[src/rtl/tcu_pkg.sv]
// constants and types shared by the timer/counter unit
// How it works
// - mode 0 is 8-bit count behind a divide-by-32 prescaler; mode 1 is 16-bit.
// - mode 2 counts the low byte and reloads it from the high byte on overflow.
// - mode 3 splits timer 0 into two 8-bit counters; timer 1 holds still.
// - timer function counts once per machine cycle, oscillator divided by 12.
// - counter function counts each falling edge sampled on the count pin.
// - edge detection takes two machine cycles, so sources stay below osc/24.
// - gate option makes counting also wait for the matching gate pin high.
// - timer 2 is 16-bit up/down; source select picks cycles or count pin.
// - auto-reload from reload register on overflow, and on trigger edge if enabled.
// - with up/down enabled the trigger level sets direction; trigger enable ignored.
// - capture mode counts up; enabled trigger edge copies count into reload register.
// - baud select runs timer 2 at osc/2, no overflow flag; trigger edge flags.
// - baud rate equals osc over 32 times (65536 minus reload value).
// - mode register holds gate, source select and 2-bit mode per timer.
// - control bits from bit 7: overflow 1, run 1, overflow 0, run 0.
// - timer 2 control layout bit 7..0; up/down enable sits apart.
package tcu_pkg;
    localparam int MC_DIV = 12;
    localparam logic [3:0] MC_LAST = 4'hB;
    localparam logic [7:0] MODE_REG_RESET = 8'h00;
    localparam int GATE_BIT = 3;
    localparam int SRC_BIT = 2;
    localparam int PRESCALE_BITS = 5;
    localparam int FLG_OVF0 = 0;
    localparam int FLG_OVF1 = 1;
    localparam int FLG_OVF2 = 2;
    localparam int FLG_TRIG2 = 3;
    localparam int PIN_ZERO = 0;
    localparam int PIN_ONE = 1;
    localparam int PIN_THIRD = 2;
    localparam int PIN_TRIG = 3;
    localparam logic [15:0] WIDE_ONES = 16'hFFFF;

    typedef enum logic [1:0] {
        TCU_MODE_PRESCALE = 2'h0,
        TCU_MODE_WIDE = 2'h1,
        TCU_MODE_RELOAD = 2'h2,
        TCU_MODE_SPLIT = 2'h3
    } tcu_mode_t;

    typedef enum logic [2:0] {
        TCU_WS_LO0 = 3'h0,
        TCU_WS_HI0 = 3'h1,
        TCU_WS_LO1 = 3'h2,
        TCU_WS_HI1 = 3'h3,
        TCU_WS_LO2 = 3'h4,
        TCU_WS_HI2 = 3'h5,
        TCU_WS_RCL = 3'h6,
        TCU_WS_RCH = 3'h7
    } tcu_wsel_t;
endpackage

[src/rtl/tcu_pin_if.sv]
// interface between the pin sampler and the timer core
`timescale 1ns/1ps
`default_nettype none
interface tcu_pin_if;
    logic sample_stb;
    logic [3:0] fall;
    modport sampler (input sample_stb, output fall);
    modport core (output sample_stb, input fall);
endinterface
`default_nettype wire

[src/rtl/tcu_pin_sampler.sv]
// samples the count and trigger pins once per machine cycle
`timescale 1ns/1ps
`default_nettype none
module tcu_pin_sampler
    import tcu_pkg::*;
(
    input wire logic mclk,
    input wire logic rstn,
    input wire logic [3:0] pins,
    tcu_pin_if.sampler pif
);
    logic [3:0] smp_ff;
    logic [3:0] fall_ff;

    ////////////////////////////////////////////////////////////////////////
    // one sample per machine cycle; an edge needs a high sample then a low
    // one, so detection spans two machine cycles and limits the rate
    always_ff @(posedge mclk or negedge rstn) begin
        if (!rstn) begin
            smp_ff <= 4'hF;
            fall_ff <= 4'h0;
        end else begin
            if (pif.sample_stb) begin
                smp_ff <= pins;
            end
            fall_ff <= pif.sample_stb ? (smp_ff & ~pins) : 4'h0;
        end
    end

    assign pif.fall = fall_ff;
endmodule // tcu_pin_sampler
`default_nettype wire

[src/rtl/tcu_timer_unit.sv]
// timer/counter unit: timers 0 and 1 plus the 16-bit timer 2
`timescale 1ns/1ps
`default_nettype none
module tcu_timer_unit
    import tcu_pkg::*;
(
    input wire logic mclk,
    input wire logic rstn,
    input wire logic [7:0] timer01_mode_reg,
    input wire logic timer_zero_run,
    input wire logic timer_one_run,
    input wire logic third_timer_run,
    input wire logic third_timer_source_select,
    input wire logic capture_reload_select,
    input wire logic trigger_pin_enable,
    input wire logic receive_baud_select,
    input wire logic transmit_baud_select,
    input wire logic updown_enable,
    input wire logic timer_zero_count_pin,
    input wire logic timer_one_count_pin,
    input wire logic third_timer_count_pin,
    input wire logic third_timer_trigger_pin,
    input wire logic gate_pin_zero,
    input wire logic gate_pin_one,
    input wire logic wr_en,
    input wire logic [2:0] wr_sel,
    input wire logic [7:0] wr_data,
    input wire logic [3:0] flag_clr,
    output logic timer_zero_overflow_flag,
    output logic timer_one_overflow_flag,
    output logic third_timer_overflow_flag,
    output logic third_timer_trigger_flag,
    output logic [7:0] timer01_control_reg,
    output logic [7:0] third_timer_control_reg,
    output logic [7:0] timer_zero_low_byte,
    output logic [7:0] timer_zero_high_byte,
    output logic [7:0] timer_one_low_byte,
    output logic [7:0] timer_one_high_byte,
    output logic [7:0] third_count_low,
    output logic [7:0] third_count_high,
    output logic [7:0] reload_capture_low,
    output logic [7:0] reload_capture_high,
    output logic timer_one_ovf_pulse,
    output logic third_timer_baud_pulse
);
    tcu_pin_if pif ();

    logic [3:0] mc_cnt_ff;
    logic [7:0] lo0_ff, hi0_ff, lo1_ff, hi1_ff, lo2_ff, hi2_ff, rcl_ff, rch_ff;
    logic [3:0] flag_ff;
    logic ovf1_pulse_ff, baud_pulse_ff;
    logic [7:0] nxt_lo0, nxt_hi0, nxt_lo1, nxt_hi1, nxt_lo2, nxt_hi2, nxt_rcl, nxt_rch;
    logic [3:0] nxt_flag;

    // one step of a timer 0/1 pair: {overflow, high, low}
    function automatic logic [16:0] tcu_step(input logic [1:0] mode, input logic [7:0] hi,
                                             input logic [7:0] lo);
        logic [12:0] s13;
        logic [15:0] s16;
        logic [16:0] r;
        s13 = {hi, lo[PRESCALE_BITS-1:0]} + 13'h1;
        s16 = {hi, lo} + 16'h1;
        case (mode)
            TCU_MODE_PRESCALE: r = {&{hi, lo[PRESCALE_BITS-1:0]}, s13[12:5], lo[7:5],
                                    s13[4:0]};
            TCU_MODE_WIDE: r = {&{hi, lo}, s16};
            TCU_MODE_RELOAD: r = {&lo, hi, (&lo) ? hi : lo + 8'h01};
            TCU_MODE_SPLIT: r = {&lo, hi, lo + 8'h01};
            default: r = {1'b0, hi, lo};
        endcase
        return r;
    endfunction

    ////////////////////////////////////////////////////////////////////////
    // machine cycle divider
    wire mc_tick = (mc_cnt_ff == MC_LAST);
    wire half_tick = mc_cnt_ff[0]; // every second clock for baud mode
    always_ff @(posedge mclk or negedge rstn) begin
        if (!rstn) begin
            mc_cnt_ff <= 4'h0;
        end else begin
            mc_cnt_ff <= mc_tick ? 4'h0 : mc_cnt_ff + 4'h1;
        end
    end

    assign pif.sample_stb = mc_tick;
    tcu_pin_sampler u_sampler (
        .mclk(mclk),
        .rstn(rstn),
        .pins({third_timer_trigger_pin, third_timer_count_pin, timer_one_count_pin,
               timer_zero_count_pin}),
        .pif(pif)
    );

    ////////////////////////////////////////////////////////////////////////
    // timers 0 and 1: count enables, steps and overflow events
    wire [1:0] mode0 = timer01_mode_reg[1:0];
    wire [1:0] mode1 = timer01_mode_reg[5:4];
    wire gate0 = timer01_mode_reg[GATE_BIT];
    wire gate1 = timer01_mode_reg[GATE_BIT+4];
    wire src0 = timer01_mode_reg[SRC_BIT];
    wire src1 = timer01_mode_reg[SRC_BIT+4];
    wire split0 = (mode0 == TCU_MODE_SPLIT);
    wire inc0 = timer_zero_run & (~gate0 | gate_pin_zero)
                & (src0 ? pif.fall[PIN_ZERO] : mc_tick);
    wire inc0h = split0 & timer_one_run & mc_tick;
    wire inc1 = timer_one_run & (~gate1 | gate_pin_one) & (mode1 != TCU_MODE_SPLIT)
                & (src1 ? pif.fall[PIN_ONE] : mc_tick);
    wire [16:0] step0 = tcu_step(mode0, hi0_ff, lo0_ff);
    wire [16:0] step1 = tcu_step(mode1, hi1_ff, lo1_ff);
    wire ovf0 = inc0 & step0[16];
    wire ovf0h = inc0h & (&hi0_ff);
    wire ovf1 = inc1 & step1[16];
    wire wr_lo0 = wr_en & (wr_sel == TCU_WS_LO0);
    wire wr_hi0 = wr_en & (wr_sel == TCU_WS_HI0);
    wire wr_lo1 = wr_en & (wr_sel == TCU_WS_LO1);
    wire wr_hi1 = wr_en & (wr_sel == TCU_WS_HI1);
    wire wr_lo2 = wr_en & (wr_sel == TCU_WS_LO2);
    wire wr_hi2 = wr_en & (wr_sel == TCU_WS_HI2);

    // a software write to a count byte wins over the count in that cycle
    assign nxt_lo0 = wr_lo0 ? wr_data : (inc0 ? step0[7:0] : lo0_ff);
    assign nxt_hi0 = wr_hi0 ? wr_data
                   : (split0 ? (inc0h ? hi0_ff + 8'h01 : hi0_ff)
                   : (inc0 ? step0[15:8] : hi0_ff));
    assign nxt_lo1 = wr_lo1 ? wr_data : (inc1 ? step1[7:0] : lo1_ff);
    assign nxt_hi1 = wr_hi1 ? wr_data : (inc1 ? step1[15:8] : hi1_ff);

    ////////////////////////////////////////////////////////////////////////
    // timer 2: source, mode decode and next state
    wire baud_mode = receive_baud_select | transmit_baud_select;
    wire [15:0] cnt2 = {hi2_ff, lo2_ff};
    wire [15:0] rc2 = {rch_ff, rcl_ff};
    wire trig_fall = pif.fall[PIN_TRIG];
    wire tick2 = third_timer_source_select ? pif.fall[PIN_THIRD]
               : (baud_mode ? half_tick : mc_tick);
    wire inc2 = third_timer_run & tick2;
    wire updown = ~baud_mode & ~capture_reload_select & updown_enable;
    wire count_down = updown & ~third_timer_trigger_pin;
    wire ovf2 = inc2 & (count_down ? (cnt2 == rc2) : (cnt2 == WIDE_ONES));
    wire trig_evt = third_timer_run & trigger_pin_enable & trig_fall & ~updown;
    wire capture_evt = trig_evt & ~baud_mode & capture_reload_select;
    wire reload_evt = trig_evt & ~baud_mode & ~capture_reload_select;

    logic [15:0] cnt2_nxt;
    always_comb begin
        cnt2_nxt = cnt2;
        if (reload_evt) begin
            cnt2_nxt = rc2;
        end else if (inc2) begin
            if (ovf2 && count_down) begin
                cnt2_nxt = WIDE_ONES;
            end else if (ovf2 && (!capture_reload_select || baud_mode)) begin
                // baud mode reloads whatever the capture/reload select says
                cnt2_nxt = rc2;
            end else begin
                cnt2_nxt = count_down ? cnt2 - 16'h1 : cnt2 + 16'h1;
            end
        end
    end

    assign nxt_lo2 = wr_lo2 ? wr_data : cnt2_nxt[7:0];
    assign nxt_hi2 = wr_hi2 ? wr_data : cnt2_nxt[15:8];
    assign nxt_rcl = (wr_en && wr_sel == TCU_WS_RCL) ? wr_data
                   : (capture_evt ? lo2_ff : rcl_ff);
    assign nxt_rch = (wr_en && wr_sel == TCU_WS_RCH) ? wr_data
                   : (capture_evt ? hi2_ff : rch_ff);

    // flags: a set in the same cycle as a clear wins
    wire [3:0] flag_set;
    assign flag_set[FLG_OVF0] = ovf0;
    assign flag_set[FLG_OVF1] = split0 ? ovf0h : ovf1;
    assign flag_set[FLG_OVF2] = ovf2 & ~baud_mode;
    assign flag_set[FLG_TRIG2] = trig_evt;
    assign nxt_flag = flag_set | (flag_ff & ~flag_clr);

    ////////////////////////////////////////////////////////////////////////
    // state registers
    always_ff @(posedge mclk or negedge rstn) begin
        if (!rstn) begin
            {lo0_ff, hi0_ff, lo1_ff, hi1_ff} <= 32'h0000_0000;
            {lo2_ff, hi2_ff, rcl_ff, rch_ff} <= 32'h0000_0000;
            flag_ff <= 4'h0;
            ovf1_pulse_ff <= 1'b0;
            baud_pulse_ff <= 1'b0;
        end else begin
            {lo0_ff, hi0_ff, lo1_ff, hi1_ff} <= {nxt_lo0, nxt_hi0, nxt_lo1, nxt_hi1};
            {lo2_ff, hi2_ff, rcl_ff, rch_ff} <= {nxt_lo2, nxt_hi2, nxt_rcl, nxt_rch};
            flag_ff <= nxt_flag;
            ovf1_pulse_ff <= ovf1;
            baud_pulse_ff <= ovf2 & baud_mode;
        end
    end

    // status views
    assign timer_zero_overflow_flag = flag_ff[FLG_OVF0];
    assign timer_one_overflow_flag = flag_ff[FLG_OVF1];
    assign third_timer_overflow_flag = flag_ff[FLG_OVF2];
    assign third_timer_trigger_flag = flag_ff[FLG_TRIG2];
    assign timer01_control_reg = {flag_ff[FLG_OVF1], timer_one_run, flag_ff[FLG_OVF0],
                                  timer_zero_run, 4'h0};
    assign third_timer_control_reg = {flag_ff[FLG_OVF2], flag_ff[FLG_TRIG2],
                                      receive_baud_select, transmit_baud_select,
                                      trigger_pin_enable, third_timer_run,
                                      third_timer_source_select,
                                      capture_reload_select};
    assign {timer_zero_low_byte, timer_zero_high_byte} = {lo0_ff, hi0_ff};
    assign {timer_one_low_byte, timer_one_high_byte} = {lo1_ff, hi1_ff};
    assign {third_count_low, third_count_high} = {lo2_ff, hi2_ff};
    assign {reload_capture_low, reload_capture_high} = {rcl_ff, rch_ff};
    assign timer_one_ovf_pulse = ovf1_pulse_ff;
    assign third_timer_baud_pulse = baud_pulse_ff;

    ////////////////////////////////////////////////////////////////////////
    // checks
    property p_mc_spacing;
        @(posedge mclk) disable iff (!rstn) mc_tick |=> !mc_tick [*8];
    endproperty
    a_mc_spacing: assert property (p_mc_spacing) else $error("machine tick too soon");

    property p_fall_on_sample;
        @(posedge mclk) disable iff (!rstn) (|pif.fall) |-> $past(mc_tick);
    endproperty
    a_fall_on_sample: assert property (p_fall_on_sample) else $error("edge off sample");

    property p_mode2_reload;
        @(posedge mclk) disable iff (!rstn)
            (mode0 == TCU_MODE_RELOAD && ovf0 && !wr_en) |=> (lo0_ff == $past(hi0_ff));
    endproperty
    a_mode2_reload: assert property (p_mode2_reload) else $error("no mode 2 reload");

    property p_timer1_split_hold;
        @(posedge mclk) disable iff (!rstn)
            (mode1 == TCU_MODE_SPLIT && !wr_en) |=> $stable({lo1_ff, hi1_ff});
    endproperty
    a_timer1_split_hold: assert property (p_timer1_split_hold) else $error("timer 1 moved");

    property p_gate_blocks;
        @(posedge mclk) disable iff (!rstn)
            (gate0 && !gate_pin_zero && !wr_en) |=> $stable(lo0_ff);
    endproperty
    a_gate_blocks: assert property (p_gate_blocks) else $error("gated timer 0 counted");

    property p_third_stop;
        @(posedge mclk) disable iff (!rstn)
            (!third_timer_run && !wr_en) |=> $stable({hi2_ff, lo2_ff, rch_ff, rcl_ff});
    endproperty
    a_third_stop: assert property (p_third_stop) else $error("timer 2 moved while off");

    property p_capture;
        @(posedge mclk) disable iff (!rstn)
            (capture_evt && !wr_en) |=> ({rch_ff, rcl_ff} == $past(cnt2)) && third_timer_trigger_flag;
    endproperty
    a_capture: assert property (p_capture) else $error("capture lost");

    property p_baud_no_flag;
        @(posedge mclk) disable iff (!rstn)
            (baud_mode && !third_timer_overflow_flag) |=> !third_timer_overflow_flag;
    endproperty
    a_baud_no_flag: assert property (p_baud_no_flag) else $error("baud mode set flag");

    property p_set_wins;
        @(posedge mclk) disable iff (!rstn)
            (ovf0 && flag_clr[FLG_OVF0]) |=> timer_zero_overflow_flag;
    endproperty
    a_set_wins: assert property (p_set_wins) else $error("overflow lost to clear");
endmodule // tcu_timer_unit
`default_nettype wire

[config.mk]
export PLATFORM = sky130hd
export DESIGN_NAME = tcu_timer_unit
export DESIGN_NICKNAME = d
export VERILOG_FILES = /design/src/rtl/tcu_pkg.sv /design/src/rtl/tcu_pin_if.sv /design/src/rtl/tcu_pin_sampler.sv /design/src/rtl/tcu_timer_unit.sv
export SDC_FILE = /design/constraint.sdc
export NUM_CORES = 1
export LEC_CHECK = 0
export BUFFER_PORTS_ARGS = -buffer_cell sky130_fd_sc_hd__buf_4
export CAP_MARGIN = 20
export CORE_ASPECT_RATIO = 0.9
export CORE_MARGIN = 4
export CORE_UTILIZATION = 45
export CTS_BUF_LIST = sky130_fd_sc_hd__clkbuf_4 sky130_fd_sc_hd__clkbuf_8
export DETAILED_ROUTE_END_ITERATION = 16
export GPL_TIMING_DRIVEN = 0
export MAX_ROUTING_LAYER = met4
export PLACE_DENSITY = 0.68
export REMOVE_ABC_BUFFERS = 1
export SYNTH_ARGS = -nofsm -noshare
export SYNTH_HDL_FRONTEND = slang
export SYNTH_SLANG_ARGS = --single-unit
[constraint.sdc]
create_clock -name mclk -period 4.8 [get_ports mclk]
set_input_delay 0.24 -clock mclk [delete_from_list [all_inputs] [get_ports mclk]]
set_output_delay 0.24 -clock mclk [all_outputs]
set_load 0.02 [all_outputs]
### Yosys cells after proc, flatten, opt, wreduce, memory -nomap -nowiden

Cells that the tools add are included.

| storage, ports and cells | value |
|---|---|
| flip-flop bits (word level) | 82 |
| input port bits | 41 |
| word-level logic and storage cells | 153 |
| output and inout bits | 86 |

| cells by class | value |
|---|---|
| multiplexer cells | 33 |
| equality and inequality tests | 23 |
| reduce and logical (&&, ||, !) cells | 28 |
| bitwise operators | 43 |
| add/sub/neg operators | 10 |

Operators by type and width:

| operator | number |
|---|---|
| 8-bit 2-to-1 mux | 18 |
| 17-bit case mux with 4 select lines | 2 |
| 16-bit 2-to-1 mux | 5 |
| 16-bit by 1-bit adder with 16-bit output (second input constant) | 3 |
| 16-bit AND reduction | 2 |
| 1-bit bitwise AND | 29 |
| 13-bit by 1-bit adder with 13-bit output (second input constant) | 2 |
| 13-bit AND reduction | 2 |
| 8-bit by 1-bit adder with 8-bit output (second input constant) | 3 |
| 8-bit AND reduction | 3 |
| 16-bit equality test | 1 |
| 16-bit equality test (second input constant) | 1 |
| 16-bit by 1-bit subtractor with 16-bit output (second input constant) | 1 |
| 3-bit equality test (second input constant) | 4 |
| 2-bit inequality test (second input constant) | 5 |
| 2-bit nonzero test | 5 |
| 3-bit nonzero test | 3 |
| 4-bit bitwise AND | 2 |
| 2-bit equality test (second input constant) | 4 |
| 4-bit 2-to-1 mux | 2 |
| 4-bit NOT | 2 |
| 3-bit by 2-bit equality test with 1-bit output (second input constant) | 2 |
| 1-bit 2-to-1 mux | 6 |
| 1-bit NOT | 6 |
| 15 further kinds | 24 |

### Longest topological paths before layout

Gate-level depths: netlist of run 1.

| depth | value |
|---|---|
| word-level depth | 13 |
| mapped depth | 12 |
| gate-level depth less buffers | 10 |

### By module

Synthesis of run 1 repeated with hierarchy kept, for this count alone.

| unflattened totals | value |
|---|---|
| cells, all modules | 762 |
| area total of the unflattened synthesis | 6095.8 um2 |

Modules (own cells, without submodules):

| module | cells each | sequential area each (um2) | times used | area each (um2) |
|---|---|---|---|---|
| tcu_timer_unit | 745 | 1851.8 | 1 | 5779.3 |
| tcu_pin_sampler | 17 | 205.2 | 1 | 316.6 |

### Least setup slack after synthesis of run 1

OpenSTA, ideal clock, no wires.

| path | value |
|---|---|
| kind | input port to flip-flop |
| start point | input transmit_baud_select |
| end point | register hi2_ff[4], in the netlist third_count_high[4] |
| path slack | 2.164 ns |
| data required time | 4.676 ns |
| stages on the path | 10 |
| data arrival time | 2.511 ns |
| buffers on the path | 1 |
| setup time | 0.124 ns |
| cell sequence | nor4b_4 -> nand2_1 -> clkbuf_1 -> xnor2_1 -> ha_1 -> or3_1 -> o32ai_1 -> xor2_1 -> nor3_1 -> o21ai_1 |

| between the ends | value |
|---|---|
| word-level cells in the longest chain between the ends | 13 |
| elaborated cells between the ends (all ways) | 24 |
| those cells by class | mux: 9; bitwise: 11; reduce/logical: 4 |

Ends and longest elaborated chain:

| what | line | source |
|---|---|---|
| from (decl) | tcu_timer_unit.sv:17 | `input wire logic transmit_baud_select,` |
| 1-bit OR * | tcu_timer_unit.sv:131 | `wire baud_mode = receive_baud_select \| transmit_baud_select;` |
| 1-bit NOT | tcu_timer_unit.sv:138, tcu_timer_unit.sv:143 |  |
| 1-bit bitwise AND (2 in a row) | tcu_timer_unit.sv:138 | `wire updown = ~baud_mode & ~capture_reload_select & updown_enable;` |
| 1-bit bitwise AND | tcu_timer_unit.sv:139 | `wire count_down = updown & ~third_timer_trigger_pin;` |
| 1-bit 2-to-1 mux | tcu_timer_unit.sv:140 | `wire ovf2 = inc2 & (count_down ? (cnt2 == rc2) : (cnt2 == WIDE_ONES));` |
| 1-bit bitwise AND | tcu_timer_unit.sv:140 |  |
| 1-bit logical AND | tcu_timer_unit.sv:153 | `end else if (ovf2 && (!capture_reload_select \|\| baud_mode)) begin` |
| 16-bit 2-to-1 mux | tcu_timer_unit.sv:153 |  |
| 16-bit 2-to-1 mux | tcu_timer_unit.sv:151 | `if (ovf2 && count_down) begin` |
| 16-bit 2-to-1 mux | tcu_timer_unit.sv:150 | `end else if (inc2) begin` |
| 16-bit 2-to-1 mux | tcu_timer_unit.sv:148 | `if (reload_evt) begin` |
| 8-bit 2-to-1 mux | tcu_timer_unit.sv:163 | `assign nxt_hi2 = wr_hi2 ? wr_data : cnt2_nxt[15:8];` |
| to (signal assigned) | tcu_timer_unit.sv:188 | `{lo2_ff, hi2_ff, rcl_ff, rch_ff} <= {nxt_lo2, nxt_hi2, nxt_rcl, nxt_rch};` |
| to (decl) | tcu_timer_unit.sv:49 | `logic [7:0] lo0_ff, hi0_ff, lo1_ff, hi1_ff, lo2_ff, hi2_ff, rcl_ff, rch_ff;` |

Every way passes the cells marked *; elsewhere a longest branch is shown, timed or not. The select of a mux whose other input is x is not followed.
A chain may end at the register's enable or synchronous reset.

### Final worst setup path of run 1

| path | value |
|---|---|
| start point | register mc_cnt_ff[0] |
| end point | register hi0_ff[3], in the netlist timer_zero_high_byte[3] |

| between the ends | value |
|---|---|
| word-level cells in the longest chain between the ends | 5 |
| elaborated cells between the ends (all ways) | 7 |
| those cells by class | eq/ne: 2; mux: 1; bitwise: 2; reduce/logical: 2 |

Ends and longest elaborated chain:

| what | line | source |
|---|---|---|
| from (decl) | tcu_timer_unit.sv:48 | `logic [3:0] mc_cnt_ff;` |
| from (signal assigned) | tcu_timer_unit.sv:82 | `mc_cnt_ff <= mc_tick ? 4'h0 : mc_cnt_ff + 4'h1;` |
| 4-bit equality test * | tcu_timer_unit.sv:76 | `wire mc_tick = (mc_cnt_ff == MC_LAST);` |
| 1-bit 2-to-1 mux | tcu_timer_unit.sv:105 | `& (src0 ? pif.fall[PIN_ZERO] : mc_tick);` |
| 1-bit bitwise AND | tcu_timer_unit.sv:105 |  |
| 3-bit nonzero test (no source line) | -- |  |
| 3-bit AND reduction (no source line) * | -- |  |
| to (signal assigned) | tcu_timer_unit.sv:187 | `{lo0_ff, hi0_ff, lo1_ff, hi1_ff} <= {nxt_lo0, nxt_hi0, nxt_lo1, nxt_hi1};` |
| to (decl) | tcu_timer_unit.sv:49 |  |

Every way passes the cells marked *; elsewhere a longest branch is shown, timed or not.

==> flow_metrics.env, run 1 <==
export IMPL_status="finished, final reports clean"
export IMPL_holdPathEnd="u_sampler.pif.fall[0]"
export IMPL_max_slew_worst_pin_slew_ns=1.09
export IMPL_min_period_ns=3.27
export IMPL_slew_viol_final=0
export IMPL_ant_nets=0
export IMPL_synth_compound_area_share=0.220
export IMPL_fin_crit_sh=0.681
export IMPL_fmax_mhz=306
export IMPL_cts_root_buf="clkbuf_8"
export IMPL_fp_dieH_um=118
export IMPL_leakage_nw=3.00
export IMPL_dieWidth_um=131
export IMPL_r2r_slack_ns=1.53
export IMPL_drive_gt1_frac=0.195
export IMPL_worst_clock_skew_ns=0.0137
export IMPL_critPathLaunchType="flip-flop"
export IMPL_placementRows=40
export IMPL_seq_area_um2=2060
export IMPL_post_cts_resized=0
export IMPL_synthCells=781
export IMPL_grt_pass1_wl_um=31600
export IMPL_drc_errors=0
export IMPL_track_usage=0.263
export IMPL_required_ns=5.06
export IMPL_setup_worst_path_class="reg -> reg"
export IMPL_synthSimpleGateAreaFrac=0.267
export IMPL_yosysSeqAreaShare=0.338
export IMPL_die_area_um2=15400
export IMPL_crit_path_max_fanout=12
export IMPL_clock_path_buffers=2
export IMPL_num_io_pins=127
export IMPL_max_stage_delay_ns=0.95
export IMPL_start_util=0.457
export IMPL_port_buffers=122
export IMPL_finalSetupViolCount=0
export IMPL_core_um2=13300
export IMPL_ir_worst_vdd_v=0.000228
export IMPL_crit_chain="ha_1 -> and3b_1 -> o2111ai_1 -> o22ai_1 -> a41oi_1 -> nor2_1 -> a22o_1"
export IMPL_areaGrowthSynthToFinish_pct=19.6
export IMPL_vias=6329
export IMPL_dpl_cell_count=1009
export IMPL_clkSinkCount=82
export IMPL_syn_area_per_cell_um2=7.79
export IMPL_n_fill_cell=1311
export IMPL_synth_top_family_by_area="simple AND/OR/NAND/NOR gates"
export IMPL_path_delay_family="compound AO/OA/AOI/OAI gates"
export IMPL_place_gp_congestion=0.999
export IMPL_synth_flop_cell="dfrtp_1"
export IMPL_grt_max_degree=83
export IMPL_cp_end_kind="flip-flop"
export IMPL_rsz0062_at_grt="false"
export IMPL_cts_tree="yes"
export IMPL_p_per_area_nw_per_um2=387
export IMPL_async_flop_share=1.00
export IMPL_synth_xor_area_share=0.0545
export IMPL_hpwl_um=14000
export IMPL_post_cts_buffers=0
export IMPL_tns_ns=0
export IMPL_max_cap_violations=0
export IMPL_wl_um=19700
export IMPL_first_pass_iters=5
export IMPL_synth_mux_area_frac=0.0415
export IMPL_post_place_ws_ns=1.44
export IMPL_crit_slowest_cell="o2111ai_1"
export IMPL_dpl_cell_area_um2=6940
export IMPL_finalPower_mw=2.82
export IMPL_syn_area_um2=6080
export IMPL_cts_inserted_buffers=9
export IMPL_htreeDepth=3
export IMPL_antenna_found_initial=0
export IMPL_worst_hold_path_num_cells=2
export IMPL_post_layout_nonfiller_instances=1030
export IMPL_ys_ff_latch=82
export IMPL_reg2reg_depth=7
export IMPL_synth_cell_types=70
export IMPL_multi_input_area_um2=3640
export IMPL_clk_pin_slew_ns=0.08
export IMPL_synthAdderAreaFrac=0.0103
export IMPL_worst_slack_ns=1.53
export IMPL_critPathBufInv=0
export IMPL_hp_start="timer_zero_count_pin"
export IMPL_relSlewSlack=0.274
export IMPL_cts_hold_buf=0
export IMPL_synth_edf_count=0
export IMPL_hold_violations=0
export IMPL_clk_latency_ns=0.38
export IMPL_holdCritPathClass="in -> reg"
export IMPL_design_area_um2=7270
export IMPL_r2r_start="mc_cnt_ff[0]"
export IMPL_synth_warnings=0
export IMPL_diodes=0
export IMPL_reg2reg_to="timer_zero_high_byte[3]"
export IMPL_vias_per_cell=6.14
export IMPL_wl_per_cell_um=19.1
export IMPL_grt_pass1_vias=5799
export IMPL_arrival_ns=3.52
export IMPL_final_nets=903
export IMPL_grt_overflow_total=0
export IMPL_drtIter0Drc=611
how the worst max path moves through the flow:
stage,start,end,slack [ns],cells after the start
finish,mc_cnt_ff[0],timer_zero_high_byte[3],1.53,7
global route,mc_cnt_ff[0],timer_zero_high_byte[6],1.25,7
CTS,mc_cnt_ff[0],timer_zero_high_byte[3],1.55,7
detailed placement,transmit_baud_select,third_count_high[7],1.44,8
global placement,transmit_baud_select,third_count_high[7],-0.69,7
floorplan,transmit_baud_select,third_count_high[7],1.35,6
layer usage:
layer	wire length [um]	vias to the layer above	GRT usage
met5	0	-	-
met4	367	0	0.0688
met3	1450	31	0.0384
met2	9120	285	0.391
met1	8720	3041	0.376
li1	-	2972	-
report_power, final:
| part | internal [mW] | total (mW) | switching [mW] | leakage [nW] |
|---|---|---|---|---|
| logic | 0.457 | 1.01 | 0.549 | 1.86 |
| registers | 0.820 | 1.13 | 0.313 | 1.00 |
| clock network | 0.410 | 0.678 | 0.268 | 0.131 |
final cells by class:
class	instances	share of cell area
Clock buffer	11	0.0191
Clock inverter	5	0.0175
Inverter	21	0.0108
Multi-Input combinational cell	611	0.500
Sequential cell	82	0.283
Tap cell	168	0.0289
Timing Repair Buffer	132	0.141
kinds of logic after synthesis:
group                      after synthesis
AOI/OAI and AO/OA                      222
xor gates and xnor gates                37
other                                    1
muxes                                   25
adders and majority gates                5
DFF                                     82
and+or+nand+nor                        318
buffers and inverters                   91
flip-flops by register name, indices dropped and copies added, names as in the netlist:
signal / count
timer_zero_high_byte: 8
flag_ff: 4
u_sampler.smp_ff: 4
third_count_high: 8
reload_capture_high: 8
reload_capture_low: 8
timer_zero_low_byte: 8
mc_cnt_ff: 4
u_sampler.pif.fall: 4
timer_one_high_byte: 8
third_timer_baud_pulse: 1
third_count_low: 8
timer_one_ovf_pulse: 1
timer_one_low_byte: 8
metrics by stage:
step	hold WS, ns	utilization
after floorplan	-0.0556	-
after global placement	0.409	0.517
after detailed placement	0.409	0.522
after CTS	0.00507	0.542
after global routing	0.0101	0.546
final	0.0263	0.546
cell usage after synthesis, types with 7 or more instances:
| cell | instances | area (um^2) |
|---|---|---|
| mux2i_1 | 23 | 230 |
| a31oi_1 | 13 | 81.3 |
| nor3_1 | 35 | 175 |
| xnor2_1 | 26 | 228 |
| and3_1 | 19 | 119 |
| xor2_1 | 10 | 87.6 |
| a211oi_1 | 11 | 82.6 |
| or3_1 | 8 | 50.1 |
| o21ai_1 | 20 | 100 |
| dfrtp_1 | 78 | 1950 |
| nand2b_1 | 9 | 56.3 |
| nand3_1 | 28 | 140 |
| clkbuf_1 | 39 | 146 |
| nand4_1 | 13 | 81.3 |
| buf_4 | 17 | 128 |
| a21oi_1 | 72 | 360 |
| o22ai_1 | 14 | 87.6 |
| nor4_1 | 10 | 62.6 |
| nor2_1 | 80 | 300 |
| o21ai_0 | 45 | 225 |
| buf_1 | 11 | 41.3 |
| and2_1 | 7 | 43.8 |
| nand2_1 | 74 | 278 |
| inv_1 | 20 | 75.1 |
worst register-to-register path: stages, from the launching register on:
cell and delay [ns]:
dfrtp_1 0.43, ha_1 0.26, and3b_1 0.37, o2111ai_1 0.95, o22ai_1 0.53, a41oi_1 0.36
nor2_1 0.06, a22o_1 0.20
placed cells by master, fill, tap and decap left out, types with 3 or more instances in the layout:
cell       count
buf_4        125
nor2_1        80
dfrtp_1       78
nand2_1       74
a21oi_1       72
o21ai_0       45
nor3_1        34
nand3_1       28
xnor2_1       26
mux2i_1       23
inv_1         20
o21ai_1       20
and3_1        19
o22ai_1       14
nand4_1       13
a31oi_1       13
a211oi_1      11
xor2_1        10
nand2b_1       9
nor4_1         9
clkbuf_8       9
or3_1          8
and2_1         7
o31ai_1        6
nor3b_1        6
a2111oi_0      6
o211ai_1       5
ha_1           5
or2_2          4
conb_1         4
bufinv_16      4
dfstp_2        4
a41oi_1        3
o2bb2ai_1      3
a32oi_1        3
nor2b_1        3
and4_1         3
clkbuf_4       3
(Power assumes the default switching activity.)
==> run 2: changes to the inputs <==
- ABC_AREA: unset -> 1
- PLACE_DENSITY: 0.68 -> 0.69
- clock period: 4.8 -> 2.75 ns (I/O delays scaled with it)
==> run 2 against run 1 <==
Non-clock buffer count rose by 7. Synthesized area rose by 15%. Sequential cell count did not move. Sequential share of layout area fell by 3.5 points. Clock skew barely moved. Fmax rose by 28%. Clock power rose by 41%. Design area rose by 14%. Largest cell class unchanged. Highest routed layer unchanged.
==> flow_metrics.env, run 2 <==
export IMPL_reg2reg_depth=12
export IMPL_setup_worst_path_class="reg -> reg"
export IMPL_max_stage_delay_ns=0.42
export IMPL_holdCritPathClass="in -> reg"
export IMPL_drive_gt1_frac=0.143
export IMPL_drtIter0Drc=705
export IMPL_switching_share=0.472
export IMPL_num_io_pins=127
export IMPL_worst_clock_skew_ns=0.0139
export IMPL_synth_area_leader_cell="dfrtp_1"
export IMPL_crit_slowest_cell="dfrtp_1"
export IMPL_r2r_start="mc_cnt_ff[0]"
export IMPL_critPathBufInv=0
export IMPL_combPwrFrac=0.486
export IMPL_multi_input_area_um2=4050
export IMPL_p_sw_mw=2.64
export IMPL_hp_start="wr_data[0]"
export IMPL_required_ns=3.04
export IMPL_worst_hold_path_num_cells=3
export IMPL_synth_cell_types=43
export IMPL_holdWs_ns=0.0893
export IMPL_place_gp_congestion=1.01
export IMPL_drc_errors=0
export IMPL_design_area_um2=8300
export IMPL_synth_most_common_cell="nand2_1"
export IMPL_max_slew_worst_pin_slew_ns=0.759
export IMPL_areaGrowthSynthToFinish_pct=18.9
export IMPL_dpl_cell_area_um2=7900
export IMPL_reg2reg_to="third_count_low[7]"
export IMPL_grt_overflow_total=0
export IMPL_arrival_ns=2.84
export IMPL_clkSinkCount=82
export IMPL_leakage_nw=4.32
export IMPL_path_delay_family="simple AND/OR/NAND/NOR gates"
export IMPL_relSlewSlack=0.491
export IMPL_async_flop_share=1.00
export IMPL_cts_tree="yes"
export IMPL_p_int_mw=2.96
export IMPL_dieWidth_um=139
export IMPL_vias=7945
export IMPL_n_fill_cell=1541
export IMPL_status="finished, final reports clean"
export IMPL_max_cap_violations=0
export IMPL_yosysSeqAreaShare=0.295
export IMPL_clockPowerShare=0.171
export IMPL_final_nets=1269
export IMPL_wl_per_cell_um=16.8
export IMPL_wl_um=23900
export IMPL_finalPower_mw=5.60
export IMPL_antenna_found_initial=0
export IMPL_port_buffers=122
export IMPL_fin_crit_sh=0.927
export IMPL_cts_inserted_buffers=9
export IMPL_first_pass_iters=5
export IMPL_crit_path_max_fanout=16
export IMPL_rsz0062_at_grt="false"
export IMPL_finalSetupViolCount=0
export IMPL_syn_area_um2=6980
export IMPL_clk_latency_ns=0.39
export IMPL_slew_viol_final=0
export IMPL_core_um2=15000
export IMPL_ys_top_cells_by_area="dfrtp_1 28%, nand2_1 18%, inv_1 9.0%, nand3_1 6.7%, o21ai_0 6.7%"
export IMPL_ys_ff_latch=82
export IMPL_crit_top_cell="nand2_1"
export IMPL_cts_root_buf="clkbuf_8"
export IMPL_diodes=0
export IMPL_clk_pin_slew_ns=0.09
export IMPL_synth_edf_count=0
export IMPL_seq_area_um2=2060
export IMPL_min_period_ns=2.55
export IMPL_p_per_area_nw_per_um2=675
export IMPL_final_common_cell="nand2_1"
export IMPL_fp_dieH_um=126
export IMPL_holdPathEnd="reload_capture_high[0]"
export IMPL_synth_warnings=0
export IMPL_synth_top_area_frac=0.280
export IMPL_fin_util=0.554
export IMPL_ant_nets=0
export IMPL_grt_max_degree=83
export IMPL_ir_worst_vdd_v=0.000311
export IMPL_clock_path_buffers=2
export IMPL_fmax_mhz=392
export IMPL_htreeDepth=3
export IMPL_grt_pass1_wl_um=38300
export IMPL_layout_common_cells="331 x nand2_1, 167 x inv_1, 128 x buf_4, 93 x nand3_1, 93 x o21ai_0"
export IMPL_hold_violations=0
export IMPL_pwr_share_seq=0.343
export IMPL_syn_area_per_cell_um2=6.27
export IMPL_track_usage=0.276
export IMPL_synthCells=1113
export IMPL_cp_end_kind="flip-flop"
export IMPL_hpwl_um=17600
export IMPL_placementRows=42
export IMPL_tns_ns=0
export IMPL_die_area_um2=17600
export IMPL_crit_chain="ha_1 -> nand2_1 -> nor2_4 -> nand2_1 -> a21oi_2 -> nand3_1 -> nor2_2 -> nand4_4 -> nand3_1 -> o211ai_1 -> nand2_1 -> nand2_1"
export IMPL_r2r_slack_ns=0.20
export IMPL_vias_per_cell=5.57
export IMPL_start_util=0.466
export IMPL_critPathLaunchType="flip-flop"
export IMPL_synth_flop_cell="dfrtp_1"
export IMPL_synth_commonest_cells="331 x nand2_1, 167 x inv_1, 93 x nand3_1, 93 x o21ai_0, 82 x nor2_1"
export IMPL_grt_pass1_vias=7346
==> run 2: cell types whose count changed in the layout (fill, tap and decap cells not counted), sizes merged, moves of 16 or more <==
cell	change
a21oi	-34
nand2	+260
inv	+149
o21ai	+30
and3	-17
o221ai	+18
nand3	+64
o211ai	+32
xnor2	-23
nor3	-16
mux2i	-22
==> run 2: repair_timing <==
item                                    in CTS  in global routing
cloned                                       0                  0
pin swaps                                    0                  2
hold endpoints to repair                    35                  0
endpoints found under the setup margin      25                 18
hold buffers                                 9                  0
resized for setup                            3                  3
setup buffers                                3                  3
==> run 2: worst max path at each step <==
| stage | to | slack [ns] | cells past startpoint | start |
|---|---|---|---|---|
| finish | third_count_low[7] | 0.20 | 12 | mc_cnt_ff[0] |
| detailed placement | third_count_high[0] | -0.49 | 12 | mc_cnt_ff[0] |
| global route | third_count_low[4] | 0.03 | 16 | mc_cnt_ff[0] |
| global placement | third_count_high[0] | -0.45 | 12 | mc_cnt_ff[0] |
| floorplan | third_count_high[4] | 0.50 | 14 | mc_cnt_ff[0] |
| CTS | third_count_high[0] | 0.04 | 12 | mc_cnt_ff[0] |
==> run 2: power by group through the flow <==
stage / Combinational (mW) / Sequential, mW / Clock (mW)
floorplan: 1.34 / 2.17 / 0
global placement: 2.66 / 1.93 / 0
detailed placement: 2.68 / 1.93 / 0
CTS: 2.70 / 1.91 / 0.972
global route: 3.01 / 1.97 / 1.02
finish: 2.72 / 1.92 / 0.957
==> run 2: cell type report <==
cell class | instances | area share
Multi-Input combinational cell | 818 | 0.488
Sequential cell | 82 | 0.248
Timing Repair Buffer | 139 | 0.131
Inverter | 173 | 0.0782
Tap cell | 198 | 0.0298
Clock buffer | 12 | 0.0184
Clock inverter | 4 | 0.00618
==> run 2: routing by layer <==
layer	vias to the layer above	wire length (um)	track usage
li1	3891	-	-
met1	3664	10500	0.370
met5	-	0	-
met3	55	1810	0.0466
met2	335	10800	0.421
met4	0	779	0.103
==> run 2: stage by stage <==
| step | setup slack (ns) | cells |
|---|---|---|
| 6_report | 0.202 | 1426 |
| 3_3_place_gp | -0.447 | 1393 |
| 5_1_grt | 0.0298 | 1426 |
| 4_1_cts | 0.0414 | 1422 |
| 3_5_place_dp | -0.492 | 1394 |
| 2_1_floorplan | 0.498 | 1073 |
==> run 2: cells by family after synthesis <==
| group | share of synthesized area |
|---|---|
| AO/OA/AOI/OAI | 0.197 |
| XOR/XNOR | 0.0201 |
| adder cells (fa/ha/maj) | 0.00896 |
| buffers and inverters | 0.131 |
| flip-flops | 0.295 |
| multiplexers | 0.00143 |
| other | 0.000537 |
| AND/OR/NAND/NOR | 0.347 |
==> run 2: tightest hold or removal path, stage by stage <==
cell	delay, ns
buf_4	0.13
o211ai_1	0.09
o21ai_0	0.07
